### config.mk
export PLATFORM = sky130hd
export DESIGN_NAME = fpe_top
export DESIGN_NICKNAME = d
export VERILOG_FILES = /design/src/common/fpe_pkg.sv /design/src/verilog/fpe_top.sv
export SDC_FILE = /design/constraint.sdc
export NUM_CORES = 1
export LEC_CHECK = 0
export ABC_AREA = 1
export BUFFER_PORTS_ARGS = -buffer_cell sky130_fd_sc_hd__buf_2
export CAP_MARGIN = 10
export CORE_MARGIN = 2
export CORE_UTILIZATION = 40
export CTS_CLUSTER_SIZE = 40
export DETAILED_ROUTE_END_ITERATION = 12
export HOLD_SLACK_MARGIN = 0.02
export PLACE_DENSITY = 0.9
export SETUP_SLACK_MARGIN = 0.2
export SLEW_MARGIN = 20
export SYNTH_ARGS = -nofsm -noshare
export SYNTH_HDL_FRONTEND = slang
export SYNTH_SLANG_ARGS = --single-unit
### constraint.sdc
create_clock -name CLK -period 1.7 [get_ports CLK]
set_clock_uncertainty 0.2 [all_clocks]
set_input_delay 0.085 -clock CLK [delete_from_list [all_inputs] [get_ports CLK]]
set_output_delay 0.085 -clock CLK [all_outputs]
set_load 0.01 [all_outputs]
### src/common/fpe_pkg.sv
package fpe_pkg;
  // register indices and byte addresses (byte address is four times the index)
  localparam logic [31:0] PROT_IDX = 32'h0008c296;
  localparam logic [31:0] STAT_IDX = 32'h0008c297;
  localparam logic [31:0] IEN_IDX = 32'h0008c298;
  localparam logic [31:0] PROT_ADDR = PROT_IDX * 32'h4;
  localparam logic [31:0] STAT_ADDR = STAT_IDX * 32'h4;
  localparam logic [31:0] IEN_ADDR = IEN_IDX * 32'h4;
  // field positions
  localparam int ENF_LSB = 0;
  localparam int DFLASH_BIT = 3;
  localparam int LOCK_BIT = 4;
  localparam int CFLASH_BIT = 7;
  // field values and reset values
  localparam logic [1:0] ENF_ON = 2'h1;
  localparam logic [1:0] PROT_RST = 2'h1;
  localparam logic [7:0] IEN_RST_LARGE = 8'h00;
  localparam logic [7:0] IEN_RST_SMALL = 8'h08;
  // register select codes
  typedef enum logic [1:0] {SEL_NONE, SEL_PROT, SEL_STAT, SEL_IEN} fpe_sel_t;
  // events from the sequencer core, one-cycle pulses
  typedef struct packed {
    logic code_viol;
    logic data_viol;
    logic prot_err;
    logic stat_clr;
    logic force_stop;
  } fpe_seq_evt_t;
  // whole state of the block
  typedef struct packed {
    logic [1:0] prot;
    logic cviol;
    logic dviol;
    logic lock;
    logic arm_c;
    logic arm_d;
    logic ien_c;
    logic ien_l;
    logic ien_d;
    logic pe_en;
    logic bc_en;
    logic illegal;
    logic irq;
    logic pready;
    logic pslverr;
    logic [31:0] prdata;
  } fpe_state_t;
endpackage

### src/verilog/fpe_top.sv
// Our own choice: register access over APB.
`timescale 1ns/1ps
module fpe_top #(
  parameter bit LARGE_FLASH = 1'b1
) (
  input wire logic CLK,
  input wire logic ARST_N,
  input wire logic CE,
  input wire logic PSEL,
  input wire logic PENABLE,
  input wire logic PWRITE,
  input wire logic [31:0] PADDR,
  input wire logic [31:0] PWDATA,
  input wire logic [3:0] PSTRB,
  output logic [31:0] PRDATA,
  output logic PREADY,
  output logic PSLVERR,
  input wire fpe_pkg::fpe_seq_evt_t SEQ_EVT,
  input wire logic STANDBY_ENTRY,
  output logic PE_ENABLE,
  output logic BLANK_CHECK_ENABLE,
  output logic CMD_LOCKED,
  output logic ILLEGAL_ERROR,
  output logic IRQ
);
  import fpe_pkg::*;

  localparam logic [7:0] IEN_RST = LARGE_FLASH ? IEN_RST_LARGE : IEN_RST_SMALL;
  localparam fpe_state_t STATE_RST = '{
    prot: PROT_RST, cviol: 1'b0, dviol: 1'b0, lock: 1'b0, arm_c: 1'b0, arm_d: 1'b0,
    ien_c: IEN_RST[CFLASH_BIT], ien_l: IEN_RST[LOCK_BIT], ien_d: IEN_RST[DFLASH_BIT],
    pe_en: (PROT_RST == ENF_ON), bc_en: LARGE_FLASH && (PROT_RST == ENF_ON),
    illegal: 1'b0, irq: 1'b0, pready: 1'b0, pslverr: 1'b0, prdata: 32'h0};

  fpe_state_t q;
  fpe_state_t d;
  fpe_sel_t sel;
  logic acc_first;
  logic acc_done;
  logic wr_prot;
  logic wr_stat;
  logic wr_ien;
  logic rd_stat;
  logic cv_set;
  logic dv_set;
  logic lock_set;
  logic clr_cmd;

  // address decode for the three registers
  function automatic fpe_sel_t fpe_decode(input logic [31:0] addr);
    if (addr == PROT_ADDR) begin
      fpe_decode = SEL_PROT;
    end else if (addr == STAT_ADDR) begin
      fpe_decode = SEL_STAT;
    end else if (addr == IEN_ADDR) begin
      fpe_decode = SEL_IEN;
    end else begin
      fpe_decode = SEL_NONE;
    end
  endfunction

  // status register image, reserved bits zero
  function automatic logic [7:0] fpe_stat_img(input fpe_state_t s);
    fpe_stat_img = 8'h00;
    fpe_stat_img[CFLASH_BIT] = s.cviol;
    fpe_stat_img[LOCK_BIT] = s.lock;
    fpe_stat_img[DFLASH_BIT] = s.dviol;
  endfunction

  // interrupt enable image, reserved bits zero
  function automatic logic [7:0] fpe_ien_img(input fpe_state_t s);
    fpe_ien_img = 8'h00;
    fpe_ien_img[CFLASH_BIT] = s.ien_c;
    fpe_ien_img[LOCK_BIT] = s.ien_l;
    fpe_ien_img[DFLASH_BIT] = s.ien_d;
  endfunction

  // bus phase and event qualifiers
  always_comb begin
    sel = fpe_decode(PADDR);
    acc_first = PSEL && PENABLE && !q.pready;
    acc_done = PSEL && PENABLE && q.pready;
    wr_prot = acc_done && PWRITE && PSTRB[0] && (sel == SEL_PROT);
    wr_stat = acc_done && PWRITE && PSTRB[0] && (sel == SEL_STAT);
    wr_ien = acc_done && PWRITE && PSTRB[0] && (sel == SEL_IEN);
    rd_stat = acc_done && !PWRITE && (sel == SEL_STAT);
    cv_set = SEQ_EVT.code_viol;
    dv_set = SEQ_EVT.data_viol && LARGE_FLASH;
    lock_set = cv_set || dv_set || SEQ_EVT.prot_err;
    clr_cmd = SEQ_EVT.stat_clr || SEQ_EVT.force_stop;
  end

  // next state
  always_comb begin
    d = q;
    d.pready = 1'b0;
    d.pslverr = 1'b0;
    // protect register, reserved bits dropped on write
    if (STANDBY_ENTRY) begin
      d.prot = PROT_RST;
    end else if (wr_prot) begin
      d.prot = PWDATA[ENF_LSB +: 2];
    end
    d.pe_en = (d.prot == ENF_ON);
    d.bc_en = LARGE_FLASH && (d.prot == ENF_ON);
    // read of one arms the write-zero clear; any status write disarms
    if (rd_stat) begin
      d.arm_c = q.arm_c || q.cviol;
      d.arm_d = q.arm_d || q.dviol;
    end
    if (wr_stat) begin
      d.arm_c = 1'b0;
      d.arm_d = 1'b0;
    end
    // code flash violation flag, set wins over every clear
    if (cv_set) begin
      d.cviol = 1'b1;
    end else if (clr_cmd) begin
      d.cviol = 1'b0;
      d.arm_c = 1'b0;
    end else if (wr_stat && !PWDATA[CFLASH_BIT] && q.arm_c) begin
      d.cviol = 1'b0;
    end
    // data flash violation flag
    if (dv_set) begin
      d.dviol = 1'b1;
    end else if (clr_cmd) begin
      d.dviol = 1'b0;
      d.arm_d = 1'b0;
    end else if (wr_stat && !PWDATA[DFLASH_BIT] && q.arm_d) begin
      d.dviol = 1'b0;
    end
    // command lock, not writable from the bus
    if (lock_set) begin
      d.lock = 1'b1;
    end else if (clr_cmd) begin
      d.lock = 1'b0;
    end
    d.illegal = cv_set || dv_set;
    // interrupt enables; small variant keeps the data enable at one
    if (wr_ien) begin
      d.ien_c = PWDATA[CFLASH_BIT];
      d.ien_l = PWDATA[LOCK_BIT];
      d.ien_d = LARGE_FLASH ? PWDATA[DFLASH_BIT] : 1'b1;
    end
    d.irq = (d.cviol && d.ien_c) || (d.lock && d.ien_l) || (d.dviol && d.ien_d);
    // one wait state: read data captured in the first access cycle
    if (acc_first) begin
      d.pready = 1'b1;
      d.pslverr = (sel == SEL_NONE);
      case (sel)
        SEL_PROT: d.prdata = {30'h0, q.prot};
        SEL_STAT: d.prdata = {24'h0, fpe_stat_img(q)};
        SEL_IEN: d.prdata = {24'h0, fpe_ien_img(q)};
        default: d.prdata = 32'h0;
      endcase
    end
  end

  // state register, frozen while the clock enable is low
  always_ff @(posedge CLK or negedge ARST_N) begin
    if (!ARST_N) begin
      q <= STATE_RST;
    end else if (CE) begin
      q <= d;
    end
  end

  // outputs straight from the state flops
  assign PRDATA = q.prdata;
  assign PREADY = q.pready;
  assign PSLVERR = q.pslverr;
  assign PE_ENABLE = q.pe_en;
  assign BLANK_CHECK_ENABLE = q.bc_en;
  assign CMD_LOCKED = q.lock;
  assign ILLEGAL_ERROR = q.illegal;
  assign IRQ = q.irq;
endmodule

==> flow_metrics.py, run 1 <==
metrics = {
    "layout": {
        "final_cell_mix": "buf_2, nand2_1, nor2_1",
        "final_common_cell": "buf_2",
        "fillerInstances": 385,
        "multi_input_area_um2": 890,
        "final_nets": 380,
        "area_delta_synth_final_pct": 27.0,
        "regArea_um2": 504,
        "fin_cells": 349,
        "drive_gt1_share_pct": 34.4,
        "diodes": 0,
    },
    "floorplanning": {
        "row_count": 23,
        "die_h_um": 67.4,
        "design.core.area_um2": 3940,
        "die-area_um2": 4540,
        "start_util_pct": 40.7,
        "ios": 119,
        "die_w_um": 67.4,
    },
    "clock_network": {
        "numCtsBuffers": 3,
        "cts_tree": "done",
        "clockBufferDepth": 2,
        "ctsHtreeMaxLevel": 1,
        "path_clk_slew_ps": 70,
        "clock_sinks": 20,
        "root_buffer": "clkbuf_8",
        "clock_latency_ps": 260,
    },
    "synth": {
        "ys_warn_count": 0,
        "synth_seq_cells": 20,
        "synth-edff-count": 0,
        "syn_inst": 229,
        "synthArstFlopShare_pct": 100,
        "synth_ff_type": "dfrtp_1",
        "syn_area_um2": 1610,
        "ys_types": 31,
        "synth_area_per_cell_um2": 7.02,
        "synth-seq-area-share_pct": 31.3,
    },
    "sta": {
        "hold_viol": 0,
        "setup_viol": 0,
        "maxSlewViolCount": 0,
        "period_minus_slack_ps": 1520,
        "finalSetupTns_ps": 0,
        "period_share_pct": 89.3,
        "fmax_ghz": 0.659,
        "rsz0062_at_grt": "true",
    },
    "pwr": {
        "vdd_drop_max_mv": 0.299,
        "leakage_nw": 1.13,
        "power_density_nw_per_um2": 611,
    },
    "global_routing": {
        "grt_first_pass_wirelength_um": 5870,
        "grt.overflow.total": 0,
        "antenna_found_initial": 0,
        "grt_usage_pct": 16.7,
        "grt_pass1_vias": 1449,
        "grt_max_degree": 21,
    },
    "critical_path": {
        "crit_required_ps": 1690,
        "worst-path-max-fanout": 5,
        "cp_data_arrival_time_ps": 1500,
        "worst-r2r-setup-slack_ps": 180,
        "critPathCaptureType": "register",
        "r2r-start": "PREADY",
        "slowest_delay_ps": 440,
        "crit_top_cell": "nand2_1",
        "reg2reg_depth": 7,
        "path_delay_family": "simple AND/OR/NAND/NOR gates",
        "path_depth": 7,
        "cp.buffers_inverters": 0,
        "slowest_stage": "dfrtp_2",
        "crit_chain": "nand2_4 > nor2_4 > nand2_1 > nand2_1 > nand3_1 > nand2_1 > o21ai_1",
        "r2r_end": "q[46]",
        "crit_type": "reg2reg",
        "cp-start-kind": "register",
    },
    "detailed_routing": {
        "wl_per_cell_um": 10.4,
        "firstDrtPassIters": 4,
        "drc_errors": 0,
        "drt.antenna.violating_nets": 0,
        "wl_um": 3640,
        "drt_iter0_drc": 90,
        "vias": 1600,
        "via_per_inst": 4.58,
    },
    "hold_path": {
        "worstHoldStart": "PWDATA[7]",
        "hold_end": "q[40]",
        "hold_path_class": "in2reg",
        "min_path_cells": 4,
    },
    "place": {
        "io_buffer_count": 61,
        "hpwl_um": 2860,
        "gp_congestion": 0.823,
        "dp.cells": 332,
    },
    "flow_run": {
        "drv_cap": 0,
    },
    "status": {
        "outcome": "finished clean",
    },
}
-- worst max path at each step --
stage                     startpoint  endpoint
after floorplan               PREADY       IRQ
after global placement        PREADY       IRQ
after detailed placement      PREADY       IRQ
after CTS                     PREADY     q[46]
after global routing          PREADY       IRQ
final                         PREADY     q[46]
-- state kept, by name (all words and copies together) (netlist names) --
| signal | cells |
|---|---|
| PRDATA | 5 |
| PSLVERR | 1 |
| IRQ | 1 |
| PREADY | 1 |
| q | 9 |
| ILLEGAL_ERROR | 1 |
| CMD_LOCKED | 1 |
| BLANK_CHECK_ENABLE | 1 |
-- kinds of logic after synthesis --
logic type / after synthesis / synth area share (%)
simple gates: 125 / 37.3
buf+inv: 61 / 22.4
compound gates: 22 / 8.72
flops: 20 / 31.3
other cells: 1 / 0.233
-- cell usage after synthesis (2+ instances only) --
cell / number / share of area, %
o31ai_1: 2 / 0.93
nand3_1: 11 / 3.4
dfstp_2: 2 / 3.3
inv_1: 21 / 4.9
inv_2: 4 / 0.93
a21oi_1: 2 / 0.62
nor2_2: 5 / 1.9
nand3_2: 3 / 1.9
dfrtp_1: 18 / 28
nor2_4: 2 / 1.4
buf_4: 33 / 15
clkbuf_1: 2 / 0.47
nand2_2: 3 / 1.2
o21ai_0: 6 / 1.9
nor2_8: 2 / 2.5
o21ai_1: 5 / 1.6
a221oi_1: 2 / 1.1
nor3_1: 3 / 0.93
nand2_1: 50 / 12
nor2_1: 42 / 9.8
-- worst register-to-register path, cell delays in order (launching register included) --
cell     delay (ps)
dfrtp_2         440
nand2_4         100
nor2_4          180
nand2_1         150
nand2_1          80
nand3_1         110
nand2_1         120
o21ai_1          70
-- per-stage QoR --
stage / power [mW] / worst slack [ps] / area (µm²) / hold WS (ps) / util (%)
after CTS: 1.24 / 188 / 2010 / 37.0 / 50.9
after global routing: 1.32 / 108 / 2040 / 75.3 / 51.8
after global placement: 0.851 / 115 / 1820 / -146 / 46.2
after detailed placement: 0.861 / 112 / 1820 / -146 / 46.2
after floorplan: 0.796 / 200 / 1700 / -411 / -
final: 1.25 / 182 / 2040 / 34.7 / 51.8
-- metal layers --
metal	track usage, %	part of all wire [%]	wire [µm]	vias to the layer above
li1	-	-	-	795
met1	18.5	39	1410	717
met4	5.87	2.7	100	0
met2	32.3	51	1870	75
met3	2.17	7.1	259	13
met5	0	0	0	-
-- report_power, final --
group / internal [mW] / switching [mW] / total [mW]
logic: 0.140 / 0.187 / 0.327
clock network: 0.206 / 0.150 / 0.356
registers: 0.528 / 0.0347 / 0.563
total: 0.874 / 0.372 / 1.25
-- final cells by class --
type,count,area share (%)
tap,50,3.07
clock buffer,4,2.70
multi-input combinational,175,43.6
sequential,20,24.7
inverter,25,4.72
timing repair buffer,75,21.2
-- repair_timing --
item                                    4_1_cts  5_1_grt
hold buffers                                  9        0
hold endpoints to repair                     28        0
endpoints found under the setup margin        9        6
buffers inserted                              2        1
pin swaps                                     1        4
gates cloned                                  1        0
resized for setup                             5        6
No activity file was read; power rests on OpenSTA's default activity.
==> inputs of run 2 (changes only) <==
--- a/config.mk
+++ b/config.mk
@@ -5,11 +5,11 @@
 export SDC_FILE = /design/constraint.sdc
 export NUM_CORES = 1
 export LEC_CHECK = 0
-export ABC_AREA = 1
+export ABC_AREA = 0
 export BUFFER_PORTS_ARGS = -buffer_cell sky130_fd_sc_hd__buf_2
 export CAP_MARGIN = 10
 export CORE_MARGIN = 2
-export CORE_UTILIZATION = 40
+export CORE_UTILIZATION = 39
 export CTS_CLUSTER_SIZE = 40
 export DETAILED_ROUTE_END_ITERATION = 12
 export HOLD_SLACK_MARGIN = 0.02
==> run 2 against run 1 <==
Net effect: the flow now finishes with violations (setup timing); largest cell class unchanged; utilization increased by 8.3 points; sequential power down 7.3%; critical endpoint is now IRQ; total power shrank 4.3%; sequential cell count unchanged; final cell count fell by 19%; synthesized cell count shrank 35%.
==> flow_metrics.py, run 2 <==
metrics = {
    "status": {
        "outcome": "finished, violations left",
        "violations": "setup timing",
    },
    "sta": {
        "fin_ws_ps": -139,
        "rsz0062_at_grt": "true",
        "setup_viol": 4,
        "fmax_ghz": 0.544,
        "finalSetupTns_ps": -278,
        "hold_viol": 0,
        "period_share_pct": 108,
        "maxSlewViolCount": 0,
        "period_minus_slack_ps": 1840,
    },
    "clock_network": {
        "root_buffer": "clkbuf_8",
        "ctsHtreeMaxLevel": 1,
        "path_clk_slew_ps": 80,
        "cts_tree": "done",
        "clockBufferDepth": 2,
        "numCtsBuffers": 3,
        "clock_latency_ps": 270,
        "clock_sinks": 20,
    },
    "synth": {
        "ys_types": 43,
        "syn_inst": 149,
        "synthArstFlopShare_pct": 100,
        "synth-simple-area-share_pct": 28.2,
        "synthTopCellsByArea": "dfrtp_1, buf_4, nor4_4",
        "synth-xor-area-share_pct": 0,
        "synth_common_cells": "buf_4, dfrtp_1, nor2_1",
        "synth-edff-count": 0,
        "synth_area_per_cell_um2": 9.82,
        "syn_area_um2": 1460,
        "post-synth-top-count-cell": "buf_4",
        "synth_ff_type": "dfrtp_1",
        "ys_warn_count": 0,
        "synth_fa_ha_area_share_pct": 0,
        "synth_area_leader_cell": "dfrtp_1",
        "synth-seq-area-share_pct": 34.4,
        "synth_seq_cells": 20,
        "synth_mux_area_share_pct": 4.36,
        "synth_top_area_share_pct": 30.8,
        "synth_compound_area_share_pct": 13.8,
        "synth_top_family_by_area": "simple AND/OR/NAND/NOR gates",
    },
    "floorplanning": {
        "die_h_um": 65.2,
        "die_w_um": 65.2,
        "design.core.area_um2": 3630,
        "die-area_um2": 4260,
        "start_util_pct": 40.3,
        "ios": 119,
        "row_count": 22,
    },
    "detailed_routing": {
        "wl_um": 4250,
        "drt.antenna.violating_nets": 0,
        "drc_errors": 0,
        "vias": 1376,
        "wl_per_cell_um": 15.0,
        "drt_iter0_drc": 79,
        "via_per_inst": 4.86,
        "firstDrtPassIters": 4,
    },
    "pwr": {
        "vdd_drop_max_mv": 0.666,
        "power_density_nw_per_um2": 547,
        "p_comb_share_pct": 24.7,
        "switchingPower_mw": 0.344,
        "leakage_nw": 1.05,
        "pwr-share-seq_pct": 43.8,
        "switching_share_pct": 28.8,
        "p_clk_share_pct": 31.5,
        "intPower_mw": 0.849,
    },
    "layout": {
        "area_delta_synth_final_pct": 49.1,
        "top_register": "q",
        "final_cell_mix": "buf_2, conb_1, buf_4",
        "final_common_cell": "buf_2",
        "final_nets": 316,
        "largest_reg_flops": 9,
        "final_area_um2": 2180,
        "diodes": 0,
        "drive_gt1_share_pct": 51.9,
        "finish.utilization_pct": 60.0,
        "fin_cells": 283,
    },
    "critical_path": {
        "crit_required_ps": 1660,
        "cp_data_arrival_time_ps": 1800,
        "worst-path-max-fanout": 5,
        "reg2reg_depth": 6,
        "cp-start-kind": "register",
        "r2r_end": "IRQ",
        "r2r-start": "PREADY",
        "crit_type": "reg2reg",
        "worst-r2r-setup-slack_ps": -140,
        "critPathCaptureType": "register",
    },
    "flow_run": {
        "drv_cap": 0,
    },
    "place": {
        "io_buffer_count": 61,
        "gp_congestion": 0.903,
        "dp.cells": 262,
        "postPlaceCellArea_um2": 1790,
        "hpwl_um": 2790,
        "dp_slack_ps": -368,
    },
    "hold_path": {
        "hold_end": "q[41]",
        "worstHoldStart": "SEQ_EVT[1]",
        "hold_path_class": "in2reg",
        "min_path_cells": 4,
    },
    "global_routing": {
        "antenna_found_initial": 0,
        "grt_usage_pct": 19.0,
        "grt_pass1_vias": 1313,
        "grt.overflow.total": 0,
        "grt_max_degree": 21,
        "grt_first_pass_wirelength_um": 6150,
    },
}
==> run 2: cell types whose count changed after synthesis, sizes merged, moves of 5 or more <==
cell / previous run / this run
nor4: 0 / 8
nor2: 51 / 14
nand3: 14 / 3
inv: 25 / 5
o21ai: 11 / 6
nand2: 54 / 7
a21oi: 2 / 9
==> run 2: cell type report <==
cell class | count | area, µm²
Fill cell | 306 | 1450
Multi-Input combinational cell | 114 | 913
Timing Repair Buffer | 92 | 627
Clock buffer | 4 | 55.1
Tap cell | 48 | 60.1
Inverter | 5 | 22.5
Sequential cell | 20 | 503
==> run 2: worst max-delay path by stage <==
stage | end | slack, ps | start | depth (start not counted)
after floorplan | IRQ | -170 | PADDR[20] | 6
after global placement | IRQ | -360 | PADDR[20] | 7
after detailed placement | IRQ | -370 | PADDR[23] | 7
after CTS | IRQ | -130 | PREADY | 7
after global routing | IRQ | -190 | PREADY | 6
final | IRQ | -140 | PREADY | 6
==> run 2: per-layer routing <==
layer	wire [µm]	share of wire, %	GRT usage [%]	up-vias
met5	0	0	0	-
met2	2320	54	35.7	59
li1	-	-	-	655
met4	43	1.0	3.65	0
met1	1610	38	21.8	655
met3	288	6.8	4.79	7
==> run 2: kinds of logic (layout without fill, tap and decap cells) <==
group	after synthesis	after routing
DFF	20	20
buffers and inverters	41	101
muxes	6	6
and+or+nand+nor	52	52
other	1	27
AOI/OAI and AO/OA	29	29
==> run 2: repair_timing <==
item,CTS,global route
gates resized for setup,15,22
endpoints found under the hold margin,30,0
pin swaps,12,16
buffers inserted,3,4
hold buffers,10,0
endpoints found under the setup margin,16,17
==> run 2: critical path, stage by stage, from the launching register on <==
cell and delay [ps]:
dfrtp_1 370, and3_4 200, nand3_4 90, buf_6 150, nand4bb_1 190, a311o_1 310, a22o_1 230
==> run 2: power groups by stage <==
stage / clock [mW] / sequential (mW) / combinational, mW
after detailed placement: 0 / 0.530 / 0.241
after CTS: 0.380 / 0.521 / 0.273
after global routing: 0.399 / 0.524 / 0.324
after floorplan: 0 / 0.532 / 0.170
after global placement: 0 / 0.529 / 0.235
final: 0.376 / 0.522 / 0.295
==> run 2: through the flow <==
| stage | total power, mW | hold WS, ps |
|---|---|---|
| 2_1_floorplan | 0.702 | -411 |
| 3_3_place_gp | 0.764 | -151 |
| 3_5_place_dp | 0.770 | -143 |
| 4_1_cts | 1.17 | 16.4 |
| 5_1_grt | 1.25 | 59.2 |
| 6_report | 1.19 | 26.8 |
==> inputs of run 3 (changes only) <==
--- a/config.mk
+++ b/config.mk
@@ -14,6 +14,7 @@
 export DETAILED_ROUTE_END_ITERATION = 12
 export HOLD_SLACK_MARGIN = 0.02
 export PLACE_DENSITY = 0.9
+export REMOVE_ABC_BUFFERS = 1
 export SETUP_SLACK_MARGIN = 0.2
 export SLEW_MARGIN = 20
 export SYNTH_ARGS = -nofsm -noshare
==> run 3 against run 2 <==
Net effect: the run still ends with setup timing left; combinational power is essentially flat; maximum frequency decreased by 1.5%; die area did not move; critical path type unchanged.
==> flow_metrics.py, run 3 (synthesis gave the netlist of run 2 again) <==
metrics = {
    "global_routing": {
        "antenna_found_initial": 0,
        "grt.overflow.total": 0,
        "grt_max_degree": 21,
        "grt_usage_pct": 18.6,
        "grt_first_pass_wirelength_um": 6190,
        "grt_pass1_vias": 1379,
    },
    "layout": {
        "fillerInstances": 286,
        "drive_gt1_share_pct": 52.7,
        "largest_reg_flops": 9,
        "fin_cells": 287,
        "final_cell_mix": "buf_2, conb_1, dfrtp_1",
        "top_register": "q",
        "final_nets": 320,
        "final_area_um2": 2240,
        "diodes": 0,
        "final_common_cell": "buf_2",
        "area_delta_synth_final_pct": 53.3,
    },
    "critical_path": {
        "slowest_delay_ps": 370,
        "worst-path-max-fanout": 5,
        "crit_type": "reg2reg",
        "path_depth": 7,
        "critPathCaptureType": "register",
        "reg2reg_depth": 7,
        "crit_required_ps": 1680,
        "path_delay_family": "simple AND/OR/NAND/NOR gates",
        "cp-start-kind": "register",
        "crit_chain": "and3_1 > nand3_2 > buf_4 > nor4_4 > nor3_1 > a311oi_1 > a21oi_1",
        "cp.buffers_inverters": 1,
        "slowest_stage": "dfrtp_1",
        "cp_data_arrival_time_ps": 1850,
    },
    "detailed_routing": {
        "wl_per_cell_um": 15.1,
        "vias": 1449,
        "drc_errors": 0,
        "drt.antenna.violating_nets": 0,
        "wl_um": 4340,
        "via_per_inst": 5.05,
        "firstDrtPassIters": 4,
        "drt_iter0_drc": 55,
    },
    "sta": {
        "period_minus_slack_ps": 1870,
        "setup_viol": 12,
        "rsz0062_at_grt": "true",
        "maxSlewViolCount": 0,
        "fmax_ghz": 0.536,
        "period_share_pct": 110,
        "hold_viol": 0,
        "fin_ws_ps": -167,
    },
    "hold_path": {
        "min_path_cells": 3,
        "hold_path_class": "in2reg",
    },
    "flow_run": {
        "drv_cap": 0,
    },
    "clock_network": {
        "path_clk_slew_ps": 80,
        "clock_latency_ps": 260,
        "clockBufferDepth": 2,
        "ctsHtreeMaxLevel": 1,
        "root_buffer": "clkbuf_8",
        "cts_tree": "done",
        "clock_sinks": 20,
        "numCtsBuffers": 3,
    },
    "status": {
        "outcome": "finished, violations left",
        "violations": "setup timing",
    },
    "place": {
        "postPlaceCellArea_um2": 1790,
        "io_buffer_count": 61,
        "gp_congestion": 0.847,
        "hpwl_um": 2880,
        "dp.cells": 265,
    },
    "pwr": {
        "leakage_nw": 1.09,
        "vdd_drop_max_mv": 0.519,
        "finalPower_mw": 1.19,
        "power_density_nw_per_um2": 529,
    },
    "floorplanning": {
        "die-area_um2": 4260,
        "row_count": 22,
        "ios": 119,
        "die_w_um": 65.2,
        "design.core.area_um2": 3630,
        "die_h_um": 65.2,
        "start_util_pct": 40.3,
    },
}
[run 3: cell count changes in the layout (fill, tap and decap cells not counted), moves of 2 or more]
| cell | delta |
|---|---|
| a21oi_1 | -2 |
| a21oi_2 | +2 |
| a221oi_2 | +2 |
| buf_6 | +3 |
| a221oi_1 | -2 |
| buf_4 | -2 |
[run 3: path summary, 6_finish.rpt]
check                      slack, ps                 end       from
setup / recovery                -170  BLANK_CHECK_ENABLE     PREADY
hold / removal                    30               q[44]         CE
setup reg to reg                -170  BLANK_CHECK_ENABLE     PREADY
hold reg to reg                  300           PRDATA[1]  PRDATA[1]
max in group asynchronous        840  BLANK_CHECK_ENABLE     ARST_N
min in group asynchronous        110               q[40]     ARST_N
[run 3: cell type report]
| class | count | area, µm² | area share [%] |
|---|---|---|---|
| inverters | 5 | 18.8 | 0.837 |
| well taps | 48 | 60.1 | 2.68 |
| multi-input cells | 114 | 915 | 40.8 |
| flip-flops and latches | 20 | 503 | 22.4 |
| clock buffers | 4 | 55.1 | 2.46 |
| repair buffers | 96 | 691 | 30.8 |
[run 3: power breakdown]
part,switching [mW],internal [mW]
sequential,0.0195,0.504
clock,0.163,0.206
combinational,0.155,0.139
total,0.338,0.849
[run 3: metal layers]
| layer | vias up | part of all wire [%] | GRT usage, % |
|---|---|---|---|
| met2 | 84 | 53 | 34.4 |
| met1 | 691 | 37 | 21.3 |
| li1 | 663 | - | - |
| met4 | 0 | 2.1 | 7.03 |
| met3 | 11 | 7.5 | 2.91 |
| met5 | - | 0 | 0 |
[run 3: metrics by stage]
| stage | hold slack, ps | utilization (%) | TNS, ps | worst slack, ps |
|---|---|---|---|---|
| CTS | 23.7 | 57.4 | -637 | -191 |
| floorplan | -411 | - | -1200 | -292 |
| global route | 51.5 | 61.7 | -1720 | -224 |
| detailed placement | -138 | 49.4 | -5480 | -478 |
| finish | 30.4 | 61.7 | -597 | -167 |
| global placement | -149 | 49.4 | -4440 | -411 |
[run 3: timing repair]
action	4_1_cts	5_1_grt
gates resized for setup	20	24
setup endpoints to repair	17	17
hold buffers	11	0
setup buffers	2	5
pin swaps	8	19
hold endpoints to repair	30	0
[run 3: worst min-delay path: stages]
cell and delay [ps]:
buf_2 140, inv_1 130, o31ai_1 100
